`config.mk`:
```
export PLATFORM = sky130hd
export DESIGN_NAME = nsld_lamp_driver
export DESIGN_NICKNAME = d
export VERILOG_FILES = /design/src/nsld_pkg.sv /design/src/nsld_lamp_driver.sv /design/src/nsld_sync.sv /design/src/nsld_tick_divider.sv
export SDC_FILE = /design/constraint.sdc
export NUM_CORES = 1
export LEC_CHECK = 0
export BUFFER_PORTS_ARGS = -buffer_cell sky130_fd_sc_hd__buf_4
export CORE_ASPECT_RATIO = 0.6
export CORE_UTILIZATION = 40
export DETAILED_ROUTE_END_ITERATION = 7
export SLEW_MARGIN = 25
export SYNTH_ARGS = -nofsm -noshare
export SYNTH_HDL_FRONTEND = slang
export SYNTH_SLANG_ARGS = --single-unit
```
`constraint.sdc`:
```
create_clock -name clock_in -period 3.6 [get_ports clock_in]
set_input_delay 0.18 -clock clock_in [delete_from_list [all_inputs] [get_ports clock_in]]
set_output_delay 0.18 -clock clock_in [all_outputs]
set_load 0.1 [all_outputs]
```
`src/nsld_pkg.sv`:
```
// Package of shared constants and types for the network status lamp driver
package nsld_pkg;

  // ****************************************************************
  // Timing
  // ****************************************************************
  localparam int unsigned CLOCK_HZ          = 50_000_000;       // System clock rate
  localparam int unsigned TICK_TIME_US      = 1000;             // Timebase period in us
  localparam int unsigned TICK_CYCLES       = CLOCK_HZ / 1_000_000 * TICK_TIME_US; // Per tick
  localparam int unsigned SELFTEST_STEP_MS  = 250;              // Self-test colour step
  localparam int unsigned FLASH_HALF_MS     = 500;              // 1 Hz half period
  localparam int unsigned FLICKER_HALF_MS   = 50;               // Activity half period
  localparam logic [15:0] MS_COUNT_RESET    = 16'h0000;         // Counter value after reset

  // ****************************************************************
  // Types
  // ****************************************************************
  // Two-colour lamp drive
  typedef struct packed {
    logic red;
    logic green;
  } nsld_duo_type;

  localparam nsld_duo_type DUO_OFF   = 2'h0; // Dark
  localparam nsld_duo_type DUO_GREEN = 2'h1; // Green only
  localparam nsld_duo_type DUO_RED   = 2'h2; // Red only

  // Module condition flags
  typedef struct packed {
    logic operational;
    logic unconfigured;
    logic recoverable_fault;
    logic unrecoverable_fault;
  } nsld_module_type;

  // Network condition flags
  typedef struct packed {
    logic ip_configured;
    logic connection_open;
    logic owner_timeout;
    logic duplicate_ip;
  } nsld_network_type;

  // Self-test phases
  typedef enum logic [1:0] {
    ST_GREEN = 2'b00,
    ST_RED   = 2'b01,
    ST_HOLD  = 2'b10,
    ST_DONE  = 2'b11
  } nsld_selftest_type;

endpackage

```
`src/nsld_lamp_driver.sv`:
```
// Top of the network status lamp driver
// How it works
// (RULE1) Module lamp steady green when operational
// (RULE2) Module lamp flashes green when unconfigured
// (RULE3) Self-test module lamp: green, red, green hold
// (RULE4) Self-test network lamp: green, red, dark
// (RULE5) Module lamp flashes red on recoverable fault
// (RULE6) Module lamp steady red on unrecoverable fault
// (RULE7) Network steady green when address and connection
// (RULE8) Network flashes green with address, no connection
// (RULE9) Network flashes red on owner connection timeout
// (RULE10) Green returns only after all timeouts cleared
// (RULE11) Network steady red on duplicate address
// (RULE12) Network dark without an address
// (RULE13) Link lamp follows Ethernet link state
// (RULE14) Activity lamp flickers with frame traffic
// (RULE15) Flashing is 500 ms lit, 500 ms dark
// (RULE16) Flicker toggles every 50 ms under load
// (RULE17) Millisecond tick times all; reset restarts test
// (RULE18) Network precedence: test, dup, timeout, conn, none; code ranks no address (dark) after dup, above timeout
`timescale 1ns/1ns
module nsld_lamp_driver #(
  parameter int unsigned TICK_DIVIDE = nsld_pkg::TICK_CYCLES,
  parameter int unsigned STEP_MS     = nsld_pkg::SELFTEST_STEP_MS,
  parameter int unsigned FLASH_MS    = nsld_pkg::FLASH_HALF_MS,
  parameter int unsigned FLICKER_MS  = nsld_pkg::FLICKER_HALF_MS
) (
  input  wire logic                       clock_in,
  input  wire logic                       reset_n_in,
  input  wire logic                       selftest_done_in,
  input  wire nsld_pkg::nsld_module_type  module_in,
  input  wire nsld_pkg::nsld_network_type network_in,
  input  wire logic                       link_up_in,
  input  wire logic                       frame_activity_in,
  output nsld_pkg::nsld_duo_type          module_health_lamp_out,
  output nsld_pkg::nsld_duo_type          network_health_lamp_out,
  output logic                            link_lamp_out,
  output logic                            activity_lamp_out
);

  // Refuse counts that the 16-bit counters cannot hold
  initial
  begin
    if (STEP_MS < 1 || STEP_MS > 65535)
      $error("STEP_MS out of range");
    if (FLASH_MS < 1 || FLASH_MS > 65535)
      $error("FLASH_MS out of range");
    if (FLICKER_MS < 1 || FLICKER_MS > 65535)
      $error("FLICKER_MS out of range");
  end

  localparam logic [15:0] STEP_LAST    = 16'(STEP_MS - 1);    // Last ms of a test step
  localparam logic [15:0] FLASH_LAST   = 16'(FLASH_MS - 1);   // Last ms of a flash half
  localparam logic [15:0] FLICKER_LAST = 16'(FLICKER_MS - 1); // Last ms of flicker half

  // ****************************************************************
  // Input synchronisation
  // ****************************************************************
  logic [9:0] raw_flags;  // All pin inputs except link packed
  logic [9:0] sync_flags; // After two flops
  nsld_pkg::nsld_module_type  mod_s;  // Synchronised module flags
  nsld_pkg::nsld_network_type net_s;  // Synchronised network flags
  logic                       done_s; // Synchronised self-test done
  logic                       link_s; // Synchronised link
  logic                       act_s;  // Synchronised activity

  assign raw_flags = {selftest_done_in, module_in, network_in, frame_activity_in};

  nsld_sync #(.WIDTH(10)) u_sync (
    .clock_in   (clock_in),
    .reset_n_in (reset_n_in),
    .async_in   (raw_flags),
    .sync_out   (sync_flags)
  );

  // Link comes through its own pair of flops
  logic link_meta_reg; // First stage for link
  logic link_reg;      // Second stage for link
  always_ff @(posedge clock_in)
  begin
    if (!reset_n_in)
    begin
      link_meta_reg <= 1'b0;
      link_reg      <= 1'b0;
    end
    else
    begin
      link_meta_reg <= link_up_in;
      link_reg      <= link_meta_reg;
    end
  end

  assign done_s = sync_flags[9];
  assign mod_s  = sync_flags[8:5];
  assign net_s  = sync_flags[4:1];
  assign act_s  = sync_flags[0];
  assign link_s = link_reg;

  // ****************************************************************
  // Millisecond timebase
  // ****************************************************************
  logic ms_tick; // One-cycle pulse per ms

  nsld_tick_divider #(.DIVIDE(TICK_DIVIDE)) u_tick ( // [RULE17]
    .clock_in   (clock_in),
    .reset_n_in (reset_n_in),
    .tick_out   (ms_tick)
  );

  // ****************************************************************
  // Self-test sequencer
  // ****************************************************************
  nsld_pkg::nsld_selftest_type st_reg; // Current self-test phase
  logic [15:0]                 st_ms_reg; // Ms within phase

  // Green step, red step, then hold until done; reset restarts
  always_ff @(posedge clock_in)
  begin
    if (!reset_n_in)
    begin
      st_reg    <= nsld_pkg::ST_GREEN; // [RULE17]
      st_ms_reg <= nsld_pkg::MS_COUNT_RESET;
    end
    else
    begin
      case (st_reg)
        nsld_pkg::ST_GREEN, nsld_pkg::ST_RED:
        begin
          // Step through the two timed colours
          if (ms_tick && st_ms_reg == STEP_LAST)
          begin
            st_ms_reg <= nsld_pkg::MS_COUNT_RESET;
            st_reg    <= (st_reg == nsld_pkg::ST_GREEN) ? nsld_pkg::ST_RED
                                                        : nsld_pkg::ST_HOLD;
          end
          else if (ms_tick)
            st_ms_reg <= st_ms_reg + 16'h0001;
        end
        nsld_pkg::ST_HOLD:
        begin
          // Hold final colours until the test reports done
          if (done_s)
            st_reg <= nsld_pkg::ST_DONE;
        end
        nsld_pkg::ST_DONE:
          st_reg <= nsld_pkg::ST_DONE;
        default:
          st_reg <= nsld_pkg::ST_GREEN;
      endcase
    end
  end

  // ****************************************************************
  // 1 Hz flash phase
  // ****************************************************************
  logic [15:0] flash_ms_reg; // Ms within flash half
  logic        flash_on_reg; // Lit half of flash

  // 500 ms lit then 500 ms dark, free running
  always_ff @(posedge clock_in)
  begin
    if (!reset_n_in)
    begin
      flash_ms_reg <= nsld_pkg::MS_COUNT_RESET;
      flash_on_reg <= 1'b1;
    end
    else if (ms_tick && flash_ms_reg == FLASH_LAST)
    begin
      flash_ms_reg <= nsld_pkg::MS_COUNT_RESET;
      flash_on_reg <= ~flash_on_reg; // [RULE15]
    end
    else if (ms_tick)
      flash_ms_reg <= flash_ms_reg + 16'h0001;
  end

  // ****************************************************************
  // Module health lamp
  // ****************************************************************
  nsld_pkg::nsld_duo_type mod_next; // Next module lamp value

  // Self-test first, then faults, then standby and operational
  always_comb
  begin
    mod_next = nsld_pkg::DUO_OFF;
    case (st_reg)
      nsld_pkg::ST_GREEN: mod_next = nsld_pkg::DUO_GREEN; // [RULE3]
      nsld_pkg::ST_RED:   mod_next = nsld_pkg::DUO_RED;   // [RULE3]
      nsld_pkg::ST_HOLD:  mod_next = nsld_pkg::DUO_GREEN; // [RULE3]
      default:
      begin
        if (mod_s.unrecoverable_fault)
          mod_next = nsld_pkg::DUO_RED; // [RULE6]
        else if (mod_s.recoverable_fault)
          mod_next = flash_on_reg ? nsld_pkg::DUO_RED : nsld_pkg::DUO_OFF; // [RULE5]
        else if (mod_s.unconfigured)
          mod_next = flash_on_reg ? nsld_pkg::DUO_GREEN : nsld_pkg::DUO_OFF; // [RULE2]
        else if (mod_s.operational)
          mod_next = nsld_pkg::DUO_GREEN; // [RULE1]
      end
    endcase
  end

  // ****************************************************************
  // Network health lamp
  // ****************************************************************
  nsld_pkg::nsld_duo_type net_next; // Next network lamp value

  // Fixed precedence over network conditions
  always_comb
  begin
    net_next = nsld_pkg::DUO_OFF;
    case (st_reg)
      nsld_pkg::ST_GREEN: net_next = nsld_pkg::DUO_GREEN; // [RULE4]
      nsld_pkg::ST_RED:   net_next = nsld_pkg::DUO_RED;   // [RULE4]
      nsld_pkg::ST_HOLD:  net_next = nsld_pkg::DUO_OFF;   // [RULE4]
      default:
      begin
        if (net_s.duplicate_ip)
          net_next = nsld_pkg::DUO_RED; // [RULE11] [RULE18]
        else if (!net_s.ip_configured)
          net_next = nsld_pkg::DUO_OFF; // [RULE12]
        else if (net_s.owner_timeout)
          // Held until every timed-out owner is back
          net_next = flash_on_reg ? nsld_pkg::DUO_RED : nsld_pkg::DUO_OFF; // [RULE9] [RULE10]
        else if (net_s.connection_open)
          net_next = nsld_pkg::DUO_GREEN; // [RULE7]
        else
          net_next = flash_on_reg ? nsld_pkg::DUO_GREEN : nsld_pkg::DUO_OFF; // [RULE8]
      end
    endcase
  end

  // ****************************************************************
  // Activity flicker
  // ****************************************************************
  logic [15:0] flick_ms_reg; // Ms within flicker half
  logic        flick_busy;   // Toggle running
  logic        pending_reg;  // Activity seen since last toggle

  assign flick_busy = activity_lamp_out || pending_reg;

  // Catch activity; toggle lamp every 50 ms while traffic lasts
  always_ff @(posedge clock_in)
  begin
    if (!reset_n_in)
    begin
      flick_ms_reg      <= nsld_pkg::MS_COUNT_RESET;
      pending_reg       <= 1'b0;
      activity_lamp_out <= 1'b0;
    end
    else if (!flick_busy)
    begin
      // Idle and dark: light at once on first frame
      flick_ms_reg <= nsld_pkg::MS_COUNT_RESET;
      if (act_s)
        activity_lamp_out <= 1'b1; // [RULE14]
    end
    else
    begin
      if (act_s && activity_lamp_out)
        pending_reg <= 1'b1; // Cannot coincide with the clear below
      if (ms_tick && flick_ms_reg == FLICKER_LAST)
      begin
        flick_ms_reg      <= nsld_pkg::MS_COUNT_RESET;
        activity_lamp_out <= ~activity_lamp_out; // [RULE16]
        if (!activity_lamp_out && !act_s)
          pending_reg <= 1'b0;
        if (!activity_lamp_out && !pending_reg)
          activity_lamp_out <= 1'b0; // [RULE14]
      end
      else if (ms_tick)
        flick_ms_reg <= flick_ms_reg + 16'h0001;
    end
  end

  // ****************************************************************
  // Output registers
  // ****************************************************************
  always_ff @(posedge clock_in)
  begin
    if (!reset_n_in)
    begin
      module_health_lamp_out  <= nsld_pkg::DUO_OFF;
      network_health_lamp_out <= nsld_pkg::DUO_OFF;
      link_lamp_out           <= 1'b0;
    end
    else
    begin
      module_health_lamp_out  <= mod_next;
      network_health_lamp_out <= net_next;
      link_lamp_out           <= link_s; // [RULE13]
    end
  end
endmodule

```
`src/nsld_sync.sv`:
```
// Two-stage synchroniser for a group of pin inputs
`timescale 1ns/1ns
module nsld_sync #(
  parameter int unsigned WIDTH = 10
) (
  input  wire logic             clock_in,
  input  wire logic             reset_n_in,
  input  wire logic [WIDTH-1:0] async_in,
  output logic      [WIDTH-1:0] sync_out
);

  initial
  begin
    if (WIDTH < 1)
      $error("WIDTH must be at least 1");
  end

  logic [WIDTH-1:0] stage1_reg; // First stage, read only by second

  // ****************************************************************
  // Two flops
  // ****************************************************************
  always_ff @(posedge clock_in)
  begin
    if (!reset_n_in)
    begin
      stage1_reg <= '0;
      sync_out   <= '0;
    end
    else
    begin
      stage1_reg <= async_in;
      sync_out   <= stage1_reg;
    end
  end

endmodule

```
`src/nsld_tick_divider.sv`:
```
// Divider that makes a one-cycle timebase tick from the system clock
`timescale 1ns/1ns
module nsld_tick_divider #(
  parameter int unsigned DIVIDE = nsld_pkg::TICK_CYCLES
) (
  input  wire logic clock_in,
  input  wire logic reset_n_in,
  output logic      tick_out
);

  // Refuse a divider that cannot count
  initial
  begin
    if (DIVIDE < 2)
      $error("DIVIDE must be at least 2");
  end

  logic [31:0] count_reg; // Cycles since last tick

  // ****************************************************************
  // Counter and tick
  // ****************************************************************
  // Wraps at DIVIDE and pulses tick on the wrap
  always_ff @(posedge clock_in)
  begin
    if (!reset_n_in)
    begin
      count_reg <= 32'h00000000;
      tick_out  <= 1'b0;
    end
    else if (count_reg == DIVIDE - 1)
    begin
      count_reg <= 32'h00000000;
      tick_out  <= 1'b1;
    end
    else
    begin
      count_reg <= count_reg + 32'h00000001;
      tick_out  <= 1'b0;
    end
  end

endmodule

```
==> results of run 1 <==
[critical path: cells and delay by family (launching register included)]
| kind | cells | cell delay, ns |
|---|---|---|
| buf+inv | 1 | 0.28 |
| simple gates | 2 | 0.70 |
| fa+ha+maj | 1 | 0.31 |
| compound gates | 2 | 0.46 |
| flops | 1 | 0.38 |
[cells by family after synthesis]
| family | Yosys count | synth area share (%) |
|---|---|---|
| simple gates | 263 | 30.3 |
| flops | 113 | 46.8 |
| compound gates | 82 | 10.4 |
| xor+xnor | 42 | 7.60 |
| buf+inv | 32 | 2.77 |
| fa+ha+maj | 6 | 1.55 |
| mux | 3 | 0.621 |
[metrics by stage]
step / util, % / std cells / hold WS, ns / area [sq um] / power (mW)
6_report: 50.7 / 748 / 0.148 / 5840 / 3.02
2_1_floorplan: - / 541 / 0.307 / 4840 / 1.35
3_5_place_dp: 44.6 / 705 / 0.392 / 5140 / 1.38
4_1_cts: 50.7 / 748 / 0.146 / 5840 / 3.06
3_3_place_gp: 44.6 / 705 / 0.388 / 5140 / 1.37
5_1_grt: 50.7 / 748 / 0.159 / 5840 / 3.13
[power by group through the flow]
stage | Clock, mW | Sequential [mW] | Combinational (mW)
2_1_floorplan | 0 | 1.32 | 0.0319
3_3_place_gp | 0 | 1.30 | 0.0708
3_5_place_dp | 0 | 1.30 | 0.0721
4_1_cts | 1.70 | 1.28 | 0.0820
5_1_grt | 1.76 | 1.28 | 0.0880
6_report | 1.67 | 1.28 | 0.0813
[worst max-delay path by stage]
stage	depth (start not counted)	end	from	slack [ns]
floorplan	6	u_tick.count_reg[2]$_SDFF_PP0_	u_tick.count_reg[0]$_SDFF_PP0_	1.49
global placement	6	u_tick.count_reg[7]$_SDFF_PP0_	u_tick.count_reg[0]$_SDFF_PP0_	1.42
detailed placement	6	u_tick.count_reg[25]$_SDFF_PP0_	u_tick.count_reg[0]$_SDFF_PP0_	1.36
CTS	6	u_tick.count_reg[30]$_SDFF_PP0_	u_tick.count_reg[0]$_SDFF_PP0_	1.35
global route	6	u_tick.count_reg[31]$_SDFF_PP0_	u_tick.count_reg[0]$_SDFF_PP0_	1.13
finish	6	u_tick.count_reg[30]$_SDFF_PP0_	u_tick.count_reg[0]$_SDFF_PP0_	1.33
[repair_timing]
item / 4_1_cts / 5_1_grt
setup buffers: 0 / 0
hold buffers: 11 / 0
gates resized for setup: 0 / 0
hold endpoints to repair: 11 / 0
[final cells by class]
cell class / count / area (sq um) / share of cell area [%]
Timing Repair Buffer: 34 / 283 / 4.84
Clock buffer: 18 / 439 / 7.52
Clock inverter: 14 / 156 / 2.68
Sequential cell: 113 / 2260 / 38.7
Tap cell: 160 / 200 / 3.43
Inverter: 13 / 48.8 / 0.835
Multi-Input combinational cell: 396 / 2450 / 42.0
[layer usage]
| layer | up-vias | global-route usage (%) | share of wire [%] |
|---|---|---|---|
| met2 | 90 | 26.0 | 40 |
| met1 | 1850 | 26.3 | 55 |
| met4 | 0 | 6.48 | 0.96 |
| met5 | - | 0 | 0 |
| met3 | 8 | 5.28 | 4.1 |
| li1 | 2029 | - | - |
[synthesized netlist by cell type]
master / count / area [sq um]
sky130_fd_sc_hd__a211oi_1: 1 / 7.51
sky130_fd_sc_hd__a21o_1: 1 / 7.51
sky130_fd_sc_hd__a21oi_1: 35 / 175
sky130_fd_sc_hd__a21oi_2: 1 / 8.76
sky130_fd_sc_hd__a221oi_1: 1 / 8.76
sky130_fd_sc_hd__a31oi_1: 2 / 12.5
sky130_fd_sc_hd__and2_1: 25 / 156
sky130_fd_sc_hd__and3_1: 12 / 75.1
sky130_fd_sc_hd__and4_1: 11 / 96.3
sky130_fd_sc_hd__and4b_1: 2 / 20.0
sky130_fd_sc_hd__buf_2: 5 / 25.0
sky130_fd_sc_hd__buf_6: 1 / 11.3
sky130_fd_sc_hd__clkbuf_1: 13 / 48.8
sky130_fd_sc_hd__dfxtp_1: 113 / 2260
sky130_fd_sc_hd__ha_1: 6 / 75.1
sky130_fd_sc_hd__inv_1: 13 / 48.8
sky130_fd_sc_hd__mux2i_1: 3 / 30.0
sky130_fd_sc_hd__nand2_1: 41 / 154
sky130_fd_sc_hd__nand2b_1: 2 / 12.5
sky130_fd_sc_hd__nand3_1: 22 / 110
sky130_fd_sc_hd__nand3b_1: 2 / 15.0
sky130_fd_sc_hd__nand4_1: 19 / 119
sky130_fd_sc_hd__nand4b_1: 1 / 8.76
sky130_fd_sc_hd__nor2_1: 55 / 206
sky130_fd_sc_hd__nor3_1: 6 / 30.0
sky130_fd_sc_hd__nor3b_1: 1 / 7.51
sky130_fd_sc_hd__nor4_1: 12 / 75.1
sky130_fd_sc_hd__nor4b_1: 5 / 43.8
sky130_fd_sc_hd__nor4bb_1: 1 / 10.0
sky130_fd_sc_hd__o21a_1: 4 / 30.0
sky130_fd_sc_hd__o21ai_0: 14 / 70.1
sky130_fd_sc_hd__o31ai_1: 22 / 165
sky130_fd_sc_hd__o41ai_2: 1 / 16.3
sky130_fd_sc_hd__or2_2: 3 / 18.8
sky130_fd_sc_hd__or3_1: 18 / 113
sky130_fd_sc_hd__or4_1: 23 / 173
sky130_fd_sc_hd__or4_4: 2 / 22.5
sky130_fd_sc_hd__xnor2_1: 18 / 158
sky130_fd_sc_hd__xor2_1: 24 / 210
==> results.md, run 1 <==
* Status: completed
* Number of port buffers at 18
* Global route total overflow at 0
* Count of yosys warnings during synthesis at 0
* HP Start: reset_n_in
* Mean routed wirelength per cell at approximately 14 um
* Clock network fraction of total power at 55.1%
* Most frequent cells in the layout: 113 x sky130_fd_sc_hd__dfxtp_1, 55 x sky130_fd_sc_hd__nor2_1, 41 x sky130_fd_sc_hd__nand2_1
* Setup Skew at around 0.012 ns
* Number of vias per cell at ~5.3
* Most frequent standard cell in the layout excluding fill and tap cells: sky130_fd_sc_hd__dfxtp_1
* Worst Reg-to-Reg Cells at 6
* Post-route DRC violation count at 0
* Area growth syn-to-layout at 20.8%
* Setup-violating endpoint count in the final report at 0
* Part of the total power dissipated in combinational logic at under 10%
* Critical path endpoint category: flop
* Standby leakage power at about 2.0 nW
* Placer congestion estimate at around 0.77
* Average footprint of a synthesized cell at 8.94 sq um
* Int Power at about 2.3 mW
* Number of distinct library cells after synthesis at 39
* Nature of the critical path startpoint: flop
* Required time of the critical path at 3.88 ns
* Via Count at ~4000
* Final worst path period need at ~2.3 ns
* FMAX at 441 MHz
* Final wirelength at 10300 um
* Count of boundary I/O pins at 19
* Critical path start-end classification: reg2reg
* Hold endpoint: flash_on_reg$_SDFFE_PN1P_
* CP Max Fanout at 17
* Post-Syn Area at around 0.0048 sq mm
* Setup TNS at 0 ns
* Clk sinks at around 110
* Clk slew on worst S/H paths at approximately 0.06 ns
* Post-layout nets at around 590
* Max rail drop VDD at 0.378 mV
* Slowest cell on the critical path: sky130_fd_sc_hd__or4_1
* Worst hold stages at 2
* Clock latency reported for the late side of the worst-skew pair at 0.41 ns
* Depth of the CTS H-tree at 4
* Number of global-route vias before repair at between 3000 and 4000
* Die Footprint at roughly 0.013 sq mm
* Number of pins exceeding their max-slew limit in the final report at 0
* Initial antenna violation count at 0
* CTS tree: built
* Root buffer cell: sky130_fd_sc_hd__clkbuf_16
* Placeable Area at ~0.012 sq mm
* Gr usage total at a little under a fifth
* Count of TritonRoute iterations in the first routing pass at 6
* Path type of the worst min-delay path: in2reg
* Setup repair after global routing missed its margin: no
* Maximum number of pins on one net before global-route repair at 35
* Final-layout fill cell count at 1046
* Sequential-to-total area share from yosys stat at a little under half
* # Max-Cap Violations at 0
* Pin slew with the least headroom to its limit at roughly 0.54 ns
* Worst slew slack as a fraction of its limit at a little under two thirds
* Endpoint of the worst-slack reg-to-reg timing path: u_tick.count_reg[30]$_SDFF_PP0_
* Vertical die dimension at between 80 and 90 um
* Share of cells above drive strength 1 at roughly a tenth
* Final worst slack at approximately 1.3 ns
* Power per standard cell area at between 500 and 600 mW/mm^2
* Wire length of the first global-routing pass at 17800 um
* Crit share post-route at 63.0%
* CP Cell Sequence: ha_1 -> nand3_1 -> or4_1 -> o41ai_4 -> buf_4 -> a21oi_1
* Final antenna diode count at 0
* Switching power at 0.678 mW
* Number of hold-slack violations in the final timing report at 0
* Crit-path max cell delay at around 0.56 ns
* Number of routed nets with antenna violations at 0
* Clock buffer depth at 2
* Setup slack on the worst flop-to-flop path at between 1 and 1.5 ns
* Post-Syn Instances at around 540
* Total CTS buffers at 17
* Flip-flop count of the largest register after layout at 32
* Count of state elements after synthesis at approximately 110
* First DRT Iteration DRCs at around 360
* Number of standard-cell rows in the floorplan at 30
* Proportion of power drawn by flip-flops and latches at 42.2%
* Initial standard-cell utilization of the core at between 40% and 50%
* Pre-CTS WS at between 1 and 1.5 ns
* Signal arrival time at the worst endpoint at 2.55 ns
* Net Count, Synth at 560
* Switching fraction of total power at around 22%
* Placed wire-length estimate at roughly 6900 um
* Source of the worst register-to-register timing path: u_tick.count_reg[0]$_SDFF_PP0_
* Horizontal extent of the die at around 140 um
No activity file was read; power rests on OpenSTA's default activity.
==> inputs of run 2 (changes only) <==
==> constraint.sdc (replaced) <==
create_clock -name clock_in -period 2.2 [get_ports clock_in]
set_input_delay 0.11 -clock clock_in [delete_from_list [all_inputs] [get_ports clock_in]]
set_output_delay 0.11 -clock clock_in [all_outputs]
set_load 0.1 [all_outputs]
==> results.md, run 2 (synthesized netlist as in run 1, its figures left out) <==
* Status: completed
* Die Footprint at 0.0126 sq mm (unchanged)
* Post-route DRC violation count at 0 (unchanged)
* Placer congestion estimate at 0.793 (+2.8%)
* First DRT Iteration DRCs at 382 (+5.2%)
* Most frequent cells in the layout: 113 x sky130_fd_sc_hd__dfxtp_1, 55 x sky130_fd_sc_hd__nor2_1, 41 x sky130_fd_sc_hd__nand2_1
* Required time of the critical path at 2.53 ns (-1.35 ns)
* Placed wire-length estimate at 7100 um (+2.7%)
* Critical path start-end classification: reg2reg
* Signal arrival time at the worst endpoint at 2.38 ns (-0.17 ns)
* Share of cells above drive strength 1 at 11.9% (+1.3 points)
* Power per standard cell area at 862 mW/mm^2 (+66%)
* Standby leakage power at 2.08 nW (+4.4%)
* Part of the total power dissipated in combinational logic at 2.8% (about the same)
* Finished layout cell area at 0.00597 sq mm (+2.1%)
* Placeable Area at 0.0115 sq mm (unchanged)
* Pin slew with the least headroom to its limit at 0.455 ns (-0.0885 ns)
* Flip-flop count of the largest register after layout at 32 (unchanged)
* CTS tree: built
* Clock network fraction of total power at 56.5% (+1.4 points)
* Timing startpoint of the critical path: u_tick.count_reg[16]$_SDFF_PP0_
* Post-Place Cells at 716 (+1.6%)
* CP Max Fanout at 22 (+5)
* Number of routed nets with antenna violations at 0 (unchanged)
* Critical path endpoint category: flop
* FMAX at 489 MHz (+11%)
* Wire length of the first global-routing pass at 17400 um (-2.1%)
* Mean routed wirelength per cell at 13.7 um (-0.98%)
* Vertical die dimension at 87.2 um (unchanged)
* Root buffer cell: sky130_fd_sc_hd__clkbuf_16
* HP Start: reset_n_in
* Worst slew slack as a fraction of its limit at 69.6% (+5.8 points)
* Initial antenna violation count at 0 (unchanged)
* Switching power at 1.02 mW (+51%)
* Number of vias per cell at 5.36 (+0.81%)
* Depth of the CTS H-tree at 4 (unchanged)
* Worst Reg-to-Reg Cells at 4 (-2)
* Total CTS buffers at 17 (unchanged)
* Crit share post-route at 93.0% (+30 points)
* Final-layout fill cell count at 1034 (-1.1%)
* Count of TritonRoute iterations in the first routing pass at 5 (-1)
* Setup repair after global routing missed its margin: no
* Number of standard-cell rows in the floorplan at 30 (unchanged)
* Filler-free cell count of the finished design at 759 (+1.5%)
* Clk slew on worst S/H paths at 0.05 ns (about the same)
* Path type of the worst min-delay path: in2reg
* Via Count at 4068 (+2.3%)
* Post-layout total power at 5.14 mW (+70%)
* Final Hold Slack at 0.105 ns (-0.0437 ns)
* Setup Skew at 0.00984 ns (-0.00221 ns)
* Initial standard-cell utilization of the core at 42.0% (unchanged)
* Number of hold-slack violations in the final timing report at 0 (unchanged)
* Count of boundary I/O pins at 19 (unchanged)
* Source of the worst register-to-register timing path: u_tick.count_reg[16]$_SDFF_PP0_
* Proportion of power drawn by flip-flops and latches at 40.6% (-1.6 points)
* Area growth syn-to-layout at 23.4%
* Placed cell area at 0.00522 sq mm (+1.6%)
* # Max-Cap Violations at 0 (unchanged)
* Clk sinks at 113 (unchanged)
* Final antenna diode count at 0 (unchanged)
* Global route total overflow at 0 (unchanged)
* Number of port buffers at 18 (unchanged)
* Int Power at 4.12 mW (+76%)
* Final wirelength at 10400 um (+0.47%)
* Number of pins exceeding their max-slew limit in the final report at 0 (unchanged)
* Number of global-route vias before repair at 3615 (-1.6%)
* Clock buffer depth at 2 (unchanged)
* Gr usage total at 18.0% (-0.36 points)
* Clock latency reported for the late side of the worst-skew pair at 0.41 ns (about the same)
* Setup TNS at 0 ns (unchanged)
* Nature of the critical path startpoint: flop
* Switching fraction of total power at 19.9% (-2.5 points)
* Max rail drop VDD at 0.606 mV (+60%)
* Setup-violating endpoint count in the final report at 0 (unchanged)
* Horizontal extent of the die at 144 um (unchanged)
* Maximum number of pins on one net before global-route repair at 34 (-2.9%)
* Worst hold stages at 3 (+1)
* Most frequent standard cell in the layout excluding fill and tap cells: sky130_fd_sc_hd__dfxtp_1
* Final worst path period need at 2.05 ns (-0.222 ns)
* Post-layout nets at 605 (+1.9%)
==> run 2: worst paths after layout <==
check                                     to  slack, ns
min               st_ms_reg[11]$_SDFFE_PN0P_       0.10
min reg2reg    u_sync.sync_out[8]$_SDFF_PN0_       0.42
max          u_tick.count_reg[24]$_SDFF_PP0_       0.15
max reg2reg  u_tick.count_reg[24]$_SDFF_PP0_       0.15
==> run 2: cell type report <==
class                           instances  area [sq um]  share of cell area (%)
Inverter                               13          48.8                   0.818
Clock buffer                           22           474                    7.95
Tap cell                              160           200                    3.36
Multi-Input combinational cell        396          2450                    41.1
Sequential cell                       113          2260                    37.9
Clock inverter                         10           156                    2.62
Timing Repair Buffer                   45           373                    6.25
==> run 2: critical path, cell delays in order, from the launching register on <==
cell	delay [ns]
sky130_fd_sc_hd__dfxtp_1	0.42
sky130_fd_sc_hd__nand4_1	0.17
sky130_fd_sc_hd__or4_4	0.67
sky130_fd_sc_hd__or4_1	0.55
sky130_fd_sc_hd__a21oi_1	0.16
==> run 2: layer usage <==
layer | global-route usage, % | vias to the layer above | part of all wire (%)
li1 | - | 2051 | -
met1 | 26.0 | 1918 | 53
met2 | 25.1 | 87 | 40
met3 | 4.29 | 12 | 4.8
met4 | 8.41 | 0 | 1.3
met5 | 0 | - | 0
==> run 2: repair_timing <==
item / 4_1_cts / 5_1_grt
endpoints found under the setup margin: 0 / 32
gates resized for setup: 0 / 2
buffers inserted: 0 / 0
endpoints found under the hold margin: 11 / 0
hold buffers: 11 / 0
==> run 2: through the flow <==
stage                     setup slack [ns]  utilization [%]
after floorplan                     0.0876                -
after global placement               0.166             45.3
after detailed placement            0.0716             45.3
after CTS                           0.0526             51.7
after global routing                0.0137             51.8
final                                0.155             51.8
==> run 2: power by group through the flow <==
| stage | logic [mW] | clock network [mW] | registers [mW] |
|---|---|---|---|
| 6_report | 0.146 | 2.91 | 2.09 |
| 5_1_grt | 0.159 | 3.05 | 2.09 |
| 4_1_cts | 0.146 | 2.94 | 2.09 |
| 3_5_place_dp | 0.130 | 0 | 2.13 |
| 3_3_place_gp | 0.128 | 0 | 2.13 |
| 2_1_floorplan | 0.0522 | 0 | 2.15 |
